`src/hdl/pwr_ack_pkg.sv`:
```
// Constants and types for the power-on acknowledge and reset-domain block.
// Operation
// - Hold reset output until power-up sequence ends.
// - Pin-mode ON request starts power-up; reset low.
// - Pin mode shuts down after 8 s unless held.
// - Keep-alive pin falling edge is an OFF request.
// - Automatic mode sets keep-on bit after power-up.
// - Automatic mode stays active until bit cleared.
// - Auto-set can be disabled; bit replaces pin.
// - Boot pin selects configuration region and selector.
// - Boot pin latched into boot status on power-up.
// - Sequence branches on live boot pin level.
// - Settings writable only while no sequence runs.
// - Power-on reset clears all three domains.
// - Power-on domain survives hardware and switch-off resets.
// - Hardware-reset OFF request runs power-down to OFF.
// - Hardware reset clears hardware and switch-off domains.
// - Hardware domain holds configuration and interrupt control.
// - Other OFF requests clear switch-off domain only.
// - Switch-off domain holds device and power control.
// - Interrupt output push-pull, low while pending.
// - Interrupt masked in sleep by default, configurable.
package pwr_ack_pkg;
	localparam int unsigned CLK_PERIOD_NS = 50;
	localparam int unsigned TICK_NS = 1000000;
	localparam int unsigned TICK_CYCLES_DEF = TICK_NS / CLK_PERIOD_NS;
	localparam int unsigned TICK_W = 15;
	localparam int unsigned MS_PER_S = 1000;
	localparam int unsigned ACTIVE_WINDOW_S = 8;
	localparam int unsigned WIN_W = 13;
	localparam logic [WIN_W-1:0] ACTIVE_WINDOW_TICKS =
		WIN_W'(ACTIVE_WINDOW_S * MS_PER_S);
	localparam int unsigned ADDR_W = 4;
	localparam int unsigned DATA_W = 8;
	localparam int unsigned STEP_W = 8;
	localparam int unsigned CFG_W = 7;
	localparam int unsigned SRC_W = 4;
	localparam logic [ADDR_W-1:0] ADDR_DEVICE_CTRL = 4'h0;
	localparam logic [ADDR_W-1:0] ADDR_POWER_CTRL = 4'h1;
	localparam logic [ADDR_W-1:0] ADDR_MODE = 4'h2;
	localparam logic [ADDR_W-1:0] ADDR_OFF_LEVEL = 4'h3;
	localparam logic [ADDR_W-1:0] ADDR_UP_LEN0 = 4'h4;
	localparam logic [ADDR_W-1:0] ADDR_UP_LEN1 = 4'h5;
	localparam logic [ADDR_W-1:0] ADDR_DOWN_LEN = 4'h6;
	localparam logic [ADDR_W-1:0] ADDR_INT_CTRL = 4'h7;
	localparam logic [ADDR_W-1:0] ADDR_BOOT_STATUS = 4'h8;
	localparam logic [ADDR_W-1:0] ADDR_OFF_CAUSE = 4'h9;
	localparam logic [ADDR_W-1:0] ADDR_CONV_MASK = 4'hA;
	localparam logic [ADDR_W-1:0] ADDR_STATE = 4'hB;
	localparam int unsigned KEEP_ON_BIT = 0;
	localparam int unsigned SLEEP_ALLOW_BIT = 0;
	localparam int unsigned AUTO_MODE_BIT = 0;
	localparam int unsigned AUTO_SET_DIS_BIT = 1;
	localparam int unsigned INT_MASK_SLEEP_BIT = 0;
	localparam int unsigned INT_SRC_MASK_LSB = 4;
	localparam int unsigned CAUSE_WINDOW = 0;
	localparam int unsigned CAUSE_HOLD_FALL = 1;
	localparam logic [DATA_W-1:0] MODE_RST = 8'h00;
	localparam logic [DATA_W-1:0] OFF_LEVEL_RST = 8'h03;
	localparam logic [DATA_W-1:0] UP_LEN0_RST = 8'h04;
	localparam logic [DATA_W-1:0] UP_LEN1_RST = 8'h06;
	localparam logic [DATA_W-1:0] DOWN_LEN_RST = 8'h03;
	localparam logic [DATA_W-1:0] INT_CTRL_RST = 8'h01;
	localparam logic [CFG_W-1:0] REGION0_BASE = 7'h00;
	localparam logic [CFG_W-1:0] REGION1_BASE = 7'h30;
	localparam logic [CFG_W-1:0] REGION_SPAN = 7'h2F;
	localparam int unsigned SYNC_ON = 0;
	localparam int unsigned SYNC_HOLD = 1;
	localparam int unsigned SYNC_BOOT = 2;
	localparam int unsigned SYNC_SLEEP = 3;
	localparam int unsigned NSYNC = 4;

	typedef enum logic [4:0] {
		ST_OFF = 5'b00001,
		ST_UP = 5'b00010,
		ST_ACTIVE = 5'b00100,
		ST_SLEEP = 5'b01000,
		ST_DOWN = 5'b10000
	} state_t;

	typedef struct packed {
		logic [ADDR_W-1:0] addr;
		logic [DATA_W-1:0] wdata;
		logic wr;
		logic rd;
	} reg_req_t;

	typedef struct packed {
		logic [CFG_W-1:0] cfg_addr;
		logic seq_sel;
		logic running;
		logic down_from_sleep;
	} seq_out_t;

	typedef struct packed {
		state_t state;
		logic [NSYNC-1:0] sync1;
		logic [NSYNC-1:0] sync2;
		logic hold_prev;
		logic on_prev;
		logic [TICK_W-1:0] tick_cnt;
		logic tick;
		logic [WIN_W-1:0] win_cnt;
		logic win_done;
		logic [STEP_W-1:0] step;
		logic down_cause;
		seq_out_t seq;
		logic keep_on;
		logic sleep_allow;
		logic [DATA_W-1:0] mode;
		logic [DATA_W-1:0] off_level;
		logic [DATA_W-1:0] up_len0;
		logic [DATA_W-1:0] up_len1;
		logic [DATA_W-1:0] down_len;
		logic [DATA_W-1:0] int_ctrl;
		logic [DATA_W-1:0] boot_status;
		logic [DATA_W-1:0] off_cause;
		logic [DATA_W-1:0] conv_mask;
		logic [DATA_W-1:0] rdata;
		logic reset_out;
		logic int_n;
	} core_t;

	localparam core_t CORE_RST = '{state: ST_OFF, sleep_allow: 1'b1,
		mode: MODE_RST, off_level: OFF_LEVEL_RST, up_len0: UP_LEN0_RST,
		up_len1: UP_LEN1_RST, down_len: DOWN_LEN_RST,
		int_ctrl: INT_CTRL_RST, int_n: 1'b1, default: '0};
endpackage : pwr_ack_pkg

```
`src/hdl/power_on_ack_reset_domains.sv`:
```
// Power-on acknowledge, boot selection and three-level reset domain control.
`timescale 1ns/1ns
`default_nettype none
module power_on_ack_reset_domains #(
	parameter int unsigned TICK_CYCLES = pwr_ack_pkg::TICK_CYCLES_DEF
) (
	input wire logic clk_i,
	input wire logic rst_i,
	input wire pwr_ack_pkg::reg_req_t reg_req_i,
	output logic [pwr_ack_pkg::DATA_W-1:0] reg_rdata_o,
	input wire logic on_request_i,
	input wire logic keep_alive_pin_i,
	input wire logic boot_sel_i,
	input wire logic sleep_request_i,
	input wire logic [pwr_ack_pkg::SRC_W-1:0] int_src_i,
	output logic reset_out_o,
	output logic int_n_o,
	output pwr_ack_pkg::seq_out_t seq_o
);
	import pwr_ack_pkg::*;

	core_t q;
	core_t d;
	logic hold;
	logic hold_fell;
	logic on_rise;
	logic running;
	logic seq_done;
	logic off_req;
	logic level_hw;
	logic pending;
	logic [DATA_W-1:0] up_len;
	logic [CFG_W-1:0] offset;

	function automatic logic [CFG_W-1:0] region_base(input logic sel);
		return sel ? REGION1_BASE : REGION0_BASE;
	endfunction : region_base

	////////////////////////////////////////////////////////////////////////////
	// Next-state logic.

	always_comb begin
		d = q;
		level_hw = 1'b0;
		d.sync1 = {sleep_request_i, boot_sel_i, keep_alive_pin_i, on_request_i};
		d.sync2 = q.sync1;
		d.on_prev = q.sync2[SYNC_ON];
		on_rise = q.sync2[SYNC_ON] & ~q.on_prev;
		// The host keeps the device up with the pin or with the bit.
		hold = q.mode[AUTO_MODE_BIT] ? q.keep_on : q.sync2[SYNC_HOLD];
		d.hold_prev = hold;
		hold_fell = q.hold_prev & ~hold;
		running = (q.state == ST_UP) || (q.state == ST_DOWN);

		if (q.tick_cnt == TICK_W'(TICK_CYCLES - 1)) begin
			d.tick_cnt = '0;
			d.tick = 1'b1;
		end else begin
			d.tick_cnt = q.tick_cnt + 1'b1;
			d.tick = 1'b0;
		end

		// The live boot level picks the branch of the power-up sequence.
		up_len = q.sync2[SYNC_BOOT] ? q.up_len1 : q.up_len0;
		if (q.state == ST_UP) begin
			seq_done = q.step >= up_len;
		end else begin
			seq_done = q.step >= q.down_len;
		end

		if (((q.state == ST_ACTIVE) || (q.state == ST_SLEEP)) && q.tick
				&& !q.win_done) begin
			d.win_cnt = q.win_cnt + 1'b1;
		end
		d.win_done = d.win_cnt == ACTIVE_WINDOW_TICKS;
		off_req = ((q.state == ST_ACTIVE) || (q.state == ST_SLEEP))
			&& (hold_fell || (q.win_done && !hold));

		if (reg_req_i.wr) begin
			case (reg_req_i.addr)
				ADDR_DEVICE_CTRL: begin
					d.keep_on = reg_req_i.wdata[KEEP_ON_BIT];
				end
				ADDR_POWER_CTRL: begin
					d.sleep_allow = reg_req_i.wdata[SLEEP_ALLOW_BIT];
				end
				ADDR_OFF_CAUSE: begin
					d.off_cause = q.off_cause & ~reg_req_i.wdata;
				end
				ADDR_CONV_MASK: begin
					d.conv_mask = reg_req_i.wdata;
				end
				default: begin
				end
			endcase
			// Settings loaded by a sequence may not be changed under it.
			if (!running) begin
				case (reg_req_i.addr)
					ADDR_MODE: begin
						d.mode = reg_req_i.wdata;
					end
					ADDR_OFF_LEVEL: begin
						d.off_level = reg_req_i.wdata;
					end
					ADDR_UP_LEN0: begin
						d.up_len0 = reg_req_i.wdata;
					end
					ADDR_UP_LEN1: begin
						d.up_len1 = reg_req_i.wdata;
					end
					ADDR_DOWN_LEN: begin
						d.down_len = reg_req_i.wdata;
					end
					ADDR_INT_CTRL: begin
						d.int_ctrl = reg_req_i.wdata;
					end
					default: begin
					end
				endcase
			end
		end

		case (q.state)
			ST_OFF: begin
				if (on_rise) begin
					d.state = ST_UP;
					d.step = '0;
					d.seq.seq_sel = q.sync2[SYNC_BOOT];
				end
			end
			ST_UP: begin
				if (seq_done) begin
					d.state = ST_ACTIVE;
					d.win_cnt = '0;
					d.win_done = 1'b0;
					d.boot_status = {{(DATA_W-1){1'b0}}, q.sync2[SYNC_BOOT]};
					if (q.mode[AUTO_MODE_BIT] && !q.mode[AUTO_SET_DIS_BIT]) begin
						d.keep_on = 1'b1;
					end
				end else if (q.tick) begin
					d.step = q.step + 1'b1;
				end
			end
			ST_ACTIVE, ST_SLEEP: begin
				if (off_req) begin
					d.state = ST_DOWN;
					d.step = '0;
					d.down_cause = hold_fell;
					d.seq.down_from_sleep = q.state == ST_SLEEP;
					if (hold_fell) begin
						d.off_cause[CAUSE_HOLD_FALL] = 1'b1;
					end else begin
						d.off_cause[CAUSE_WINDOW] = 1'b1;
					end
				end else if ((q.state == ST_ACTIVE) && q.sleep_allow
						&& q.sync2[SYNC_SLEEP]) begin
					d.state = ST_SLEEP;
				end else if ((q.state == ST_SLEEP) && !q.sync2[SYNC_SLEEP]) begin
					d.state = ST_ACTIVE;
					d.win_cnt = '0;
					d.win_done = 1'b0;
				end
			end
			ST_DOWN: begin
				if (seq_done) begin
					d.state = ST_OFF;
					level_hw = q.off_level[q.down_cause];
					// Cause and converter mask are left alone by both levels.
					d.keep_on = 1'b0;
					d.sleep_allow = CORE_RST.sleep_allow;
					if (level_hw) begin
						d.mode = MODE_RST;
						d.off_level = OFF_LEVEL_RST;
						d.up_len0 = UP_LEN0_RST;
						d.up_len1 = UP_LEN1_RST;
						d.down_len = DOWN_LEN_RST;
						d.int_ctrl = INT_CTRL_RST;
						d.boot_status = '0;
					end
				end else if (q.tick) begin
					d.step = q.step + 1'b1;
				end
			end
			default: begin
				d.state = ST_OFF;
			end
		endcase

		// The address walks the selected region and parks on its last word.
		if (q.step > {1'b0, REGION_SPAN}) begin
			offset = REGION_SPAN;
		end else begin
			offset = q.step[CFG_W-1:0];
		end
		d.seq.cfg_addr = region_base(d.seq.seq_sel) + offset;
		d.seq.running = (d.state == ST_UP) || (d.state == ST_DOWN);
		d.reset_out = (d.state == ST_ACTIVE) || (d.state == ST_SLEEP);

		pending = |(int_src_i & ~q.int_ctrl[INT_SRC_MASK_LSB +: SRC_W]);
		d.int_n = ~(pending && !((q.state == ST_SLEEP)
			&& q.int_ctrl[INT_MASK_SLEEP_BIT]));

		d.rdata = '0;
		if (reg_req_i.rd) begin
			case (reg_req_i.addr)
				ADDR_DEVICE_CTRL: d.rdata[KEEP_ON_BIT] = q.keep_on;
				ADDR_POWER_CTRL: d.rdata[SLEEP_ALLOW_BIT] = q.sleep_allow;
				ADDR_MODE: d.rdata = q.mode;
				ADDR_OFF_LEVEL: d.rdata = q.off_level;
				ADDR_UP_LEN0: d.rdata = q.up_len0;
				ADDR_UP_LEN1: d.rdata = q.up_len1;
				ADDR_DOWN_LEN: d.rdata = q.down_len;
				ADDR_INT_CTRL: d.rdata = q.int_ctrl;
				ADDR_BOOT_STATUS: d.rdata = q.boot_status;
				ADDR_OFF_CAUSE: d.rdata = q.off_cause;
				ADDR_CONV_MASK: d.rdata = q.conv_mask;
				ADDR_STATE: d.rdata = {3'h0, q.state};
				default: d.rdata = '0;
			endcase
		end
	end

	////////////////////////////////////////////////////////////////////////////
	// State register; the power-on reset clears every domain.

	always_ff @(posedge clk_i or posedge rst_i) begin
		if (rst_i) begin
			q <= CORE_RST;
		end else begin
			q <= d;
		end
	end

	assign reg_rdata_o = q.rdata;
	assign reset_out_o = q.reset_out;
	assign int_n_o = q.int_n;
	assign seq_o = q.seq;
endmodule : power_on_ack_reset_domains
`default_nettype wire

```
`config.mk`:
```
export PLATFORM = sky130hd
export DESIGN_NAME = power_on_ack_reset_domains
export DESIGN_NICKNAME = d
export VERILOG_FILES = /design/src/hdl/pwr_ack_pkg.sv /design/src/hdl/power_on_ack_reset_domains.sv
export SDC_FILE = /design/constraint.sdc
export NUM_CORES = 1
export LEC_CHECK = 0
export BUFFER_PORTS_ARGS = -buffer_cell sky130_fd_sc_hd__buf_2
export CORE_MARGIN = 10
export CORE_UTILIZATION = 45
export CTS_CLUSTER_SIZE = 10
export DETAILED_ROUTE_END_ITERATION = 12
export PLACE_DENSITY = 0.69
export SKIP_CTS_REPAIR_TIMING = 1
export SLEW_MARGIN = 0
export SYNTH_ARGS = -nofsm -noshare
export SYNTH_HDL_FRONTEND = slang
export SYNTH_SLANG_ARGS = --single-unit
```
`constraint.sdc`:
```
create_clock -name clk_i -period 7.75 [get_ports clk_i]
set_input_delay 2.325 -clock clk_i [delete_from_list [all_inputs] [get_ports clk_i]]
set_output_delay 2.325 -clock clk_i [all_outputs]
set_load 0.02 [all_outputs]
```
==> Word-level counts from Yosys, hierarchy flattened <==
Index checks and enable logic that the tools add are counted.
{ "classes": {"addsub": 4, "mul": 0, "div": 0, "n_lt_le_gt_ge": 4, "n_eq_ne": 29, "n_shift": 0, "muxes": 56, "n_bitwise": 9, "n_reduce_logical": 31} }
{ "op_table": {"columns": ["op", "count"], "rows": [
  ["2-to-1 mux 8 bit", 13],
  ["case mux 7 bit (10 select lines)", 1],
  ["2-to-1 mux 58 bit", 1],
  ["2-to-1 mux 14 bit", 4],
  ["2-to-1 mux 56 bit", 1],
  ["2-to-1 mux 50 bit", 1],
  ["2-to-1 mux 49 bit", 1],
  ["2-to-1 mux 48 bit", 1],
  ["2-to-1 mux 5 bit", 6],
  ["case mux 14 bit (2 select lines)", 1],
  ["case mux 8 bit (3 select lines)", 1],
  ["case mux 5 bit (4 select lines)", 1],
  ["equality test 4 x 3 -> 1 bit (second input constant)", 4],
  ["equality test 4 bit (second input constant)", 4],
  [">= comparator 8 bit", 2],
  ["2-to-1 mux 16 bit", 1],
  ["case mux 8 bit (2 select lines)", 1],
  ["adder 15 x 1 -> 15 bit (second input constant)", 1],
  ["equality test 15 bit (second input constant)", 1],
  ["adder 13 x 1 -> 13 bit (second input constant)", 1],
  ["equality test 13 bit (second input constant)", 1],
  ["2-to-1 mux 13 bit", 1],
  ["2-to-1 mux 1 bit", 12],
  ["case mux 1 bit (12 select lines)", 1],
  ["36 further kinds", 71]
]} }
{ "word_totals": {"reg_bits": 148, "latchBits": 0, "ramBits": 0, "mem_bits_ro": 0, "input_bits": 24, "mem_count": 0} }

==> Depth between registers and ports, before layout <==
{ "depth": {"depth_word": 10, "depth_mapped": 10} }

==> Worst setup path before layout <==
No wires, ideal clock.
{ "synth_path": {"kind": "in2reg", "startpoint": "input reg_req_i[13] (netlist name)", "endpoint": "register q[50] (netlist name)", "arrival_ns": 3.741, "t_required_ns": 7.618, "path_slack_ns": 3.877, "path_stages": 7, "cell_sequence": "inv_1 ha_1 clkbuf_1 nand2_1 nor3_2 mux2i_1 nor2_1"} }
{ "synth_lines": {"columns": ["item", "line", "rtl"], "rows": [
  ["start: declaration", "power_on_ack_reset_domains.sv:9", "input wire pwr_ack_pkg::reg_req_t reg_req_i,"],
  ["end signal: assignment", "power_on_ack_reset_domains.sv:228", "q <= CORE_RST;"],
  ["end signal: assignment", "power_on_ack_reset_domains.sv:230", "q <= d;"],
  ["end: declaration", "power_on_ack_reset_domains.sv:22", "core_t q;"]
]} }

==> results.yml <==
final_layout:
  fin_nets: 781
  syn_to_final_growth_pct: 12.0
  num_antenna_cells: 0
  drive_gt1_share_pct: 17.7
setup_path:
  slowest_delay_ps: 570
  crit_cells: 7
  reg2reg_depth: 7
  cp.required_ps: 8050
  r2r-end: "q[102]$_DFFE_PP0P_"
  startpoint: "reg_req_i[12]"
  path_cells: "buf_2 > inv_1 > ha_1 > and2_0 > nand3b_1 > mux2i_1 > nor2_1"
  cp.arrival_ps: 4230
  path_delay_family: "simple AND/OR/NAND/NOR gates"
  worst-path-buf-inv: 2
  cp_max_fo: 17
  crit_path_start_kind: "primary input"
  crit_type: "in -> reg"
  endpoint: "q[79]$_DFF_PP0_"
  worstSetupEndpointType: "register"
  slowest_stage: "ha_1"
  r2r_slack_ps: 4390
  rr_startpoint: "q[97]$_DFFE_PP0P_"
routing:
  num_vias: 5471
  dr.pass1.iters: 5
  drc_errors: 0
  drt_iter0_markers: 464
  routedWlPerCell_um: 18.7
  routed_wl_um: 18000
  detail-route-antenna-nets: 0
  avgViaCountPerCell: 5.69
logic_synthesis:
  syn_area_sq_um: 7420
  ys.flop_type: "dfrtp_1"
  synth_seq_area_share_pct: 47.7
  synth_area_leaders: "dfrtp_1 (44%), mux2i_1 (8.8%), nor2_1 (4.3%)"
  async_flop_share_pct: 100
  synth-edff-count: 0
  ys_warn_count: 0
  synth_top_area_share_pct: 43.8
  synth_largest_area_cell: "dfrtp_1"
  syn_inst: 718
  synthDistinctLibCells: 74
  ys_ff_latch: 141
  syn_nets: 767
  syn_avg_cell_area_sq_um: 10.3
pwr:
  power_frac_comb_pct: 17.8
  p_leak_nw: 3.98
  p_clk_share_pct: 39.8
  p_int_mw: 1.61
  powerDensity_nw_per_um2: 276
  p_switching_uw: 691
  power.share.sequential_pct: 42.4
  sw_frac_of_total_pct: 30.1
  vdd_drop_max_v: 0.000179
grt:
  use_met1_pct: 21.6
  antenna_found_initial: 0
  grt_pass1_wl_um: 29700
  grt-busiest-layer: "met2"
  grtUsageMet2_pct: 26.8
  grt_max_degree: 102
  grt_use_total_pct: 16.8
  grt_pass1_vias: 5673
  grtUsageMet3_pct: 3.91
  gr-total-overflow: 0
floorplanning:
  fp.dieH_um: 148
  placementRows: 46
  design.die.area_sq_um: 22000
  pin_count: 44
  core-area_sq_um: 16000
  initial_core_util_pct: 46.4
  dieWidth_um: 148
clock_tree:
  cts_buffer_depth: 2
  clkLatencyLatePin_ps: 430
  cts_tree: "built"
  cts_buffers: 17
  clk_pin_slew_ps: 60
  root_buffer: "clkbuf_16"
  numClockSinks: 141
  cts_max_level: 4
sta:
  rsz0062_at_grt: "no"
  hold_viol: 0
  worst_hold_slack_ps: 348
  timing.slew.headroom_pct: 27.7
  setup_viol: 0
  period_minus_slack_ps: 3920
  finalCritPeriodShare_pct: 50.6
  worst_slack_ps: 3830
  skew_ps: 11.3
  slew_violations: 0
  tightestPinTransition_ps: 1090
  fin_tns_setup_ps: 0
  fmax_ghz: 0.255
placed_design:
  hpwl_um: 12500
  place_ws_ps: 3400
  gp_congestion: 0.896
  io_buffers: 43
outcome:
  status: "complete, no violations"
run:
  drv_cap: 0
min_path:
  holdCritPathClass: "reg -> reg"
-- state kept, by name (all words and copies together), names as in the netlist --
signal	count
reset_out_o	1
int_n_o	1
seq_o	10
d	5
q	116
reg_rdata_o	8
-- stage by stage --
stage                     instance area [sq um]  cells  total power [mW]  utilization (%)
after CTS                                  8320    961              2.31             52.0
final                                      8320    961              2.30             52.0
after global placement                     7660    929              1.36             47.8
after detailed placement                   7660    929              1.39             47.8
after global routing                       8320    961              2.41             52.0
after floorplan                            7420    718              1.26                -
-- power by group through the flow --
stage	Combinational (mW)	Clock (mW)	Sequential, mW
final	0.410	0.913	0.974
after global routing	0.464	0.956	0.988
after CTS	0.413	0.925	0.971
after detailed placement	0.405	0	0.982
after global placement	0.385	0	0.977
after floorplan	0.324	0	0.937
-- routing by layer --
layer | vias to the layer above | wire [um]
met3 | 24 | 897
met5 | - | 0
met2 | 172 | 8690
met1 | 2713 | 8010
li1 | 2562 | -
met4 | 0 | 366
-- worst min-delay path by stage --
stage / startpoint / endpoint / cells after the start
global route: d[135]$_DFF_PP0_ / d[133]$_DFF_PP0_ / 0
finish: d[136]$_DFF_PP0_ / q[136]$_DFF_PP0_ / 0
CTS: d[136]$_DFF_PP0_ / q[136]$_DFF_PP0_ / 0
detailed placement: d[136]$_DFF_PP0_ / q[136]$_DFF_PP0_ / 0
global placement: d[138]$_DFF_PP0_ / q[138]$_DFF_PP0_ / 0
floorplan: d[135]$_DFF_PP0_ / d[133]$_DFF_PP0_ / 0
-- cells in the mapped netlist (3+ instances only) --
cell type  number
or4_1           4
and3_1         10
or3_1           8
o21ai_0        16
a22o_1          5
a21boi_0        6
a21oi_1        26
a31oi_1         4
a221oi_1        4
mux2_2         15
nor3b_1         3
dfstp_2        11
o31ai_1         4
nand3_2         3
xor2_1         15
a222oi_1        3
a32o_1          6
ha_1           24
a211oi_1        6
mux2i_1        65
nor2_1         86
or2_2           5
nand4_1        11
and2_1          4
xnor2_1        12
clkbuf_1       25
nand2_1        52
a22oi_1         7
nand2b_1        4
dfrtp_1       130
inv_1          30
nand3_1        29
nor3_1          8
nor2b_1         8
buf_6           3
buf_4          18
o22ai_1         4
-- area by class of cell --
class | count | area [sq um]
clock buffer | 17 | 425
clock inverter | 15 | 235
fill | 1466 | 7680
inverter | 30 | 118
multi-input combinational | 496 | 3490
sequential | 141 | 3540
tap | 216 | 270
timing repair buffer | 46 | 238
-- cell usage in the layout (no fill, tap or decap), types with 5 or more instances in the layout --
cell,synthesis,layout
bufinv_16,0,5
a22o_1,5,5
inv_1,30,29
clkbuf_16,0,17
nand2_1,52,52
nor3_1,8,7
and3_1,10,10
xor2_1,15,15
nor2_1,86,86
a22oi_1,7,7
nor2b_1,8,8
mux2_2,15,15
a21oi_1,26,26
a21boi_0,6,6
nand4_1,11,11
or3_1,8,8
ha_1,24,24
mux2i_1,65,65
or2_2,5,5
xnor2_1,12,12
dfrtp_1,130,130
a211oi_1,6,6
dfstp_2,11,11
buf_2,2,43
nand3_1,29,29
a32o_1,6,6
o21ai_0,16,16
-- logic make-up after synthesis --
family	after synthesis	synth area share, %
AND/OR/NAND/NOR	256	17.7
XOR/XNOR	28	3.56
AO/OA/AOI/OAI	106	10.1
flip-flops	141	47.7
adder cells (fa/ha/maj)	25	4.31
multiplexers	81	11.2
buffers and inverters	81	5.36
(Power assumes the default switching activity.)
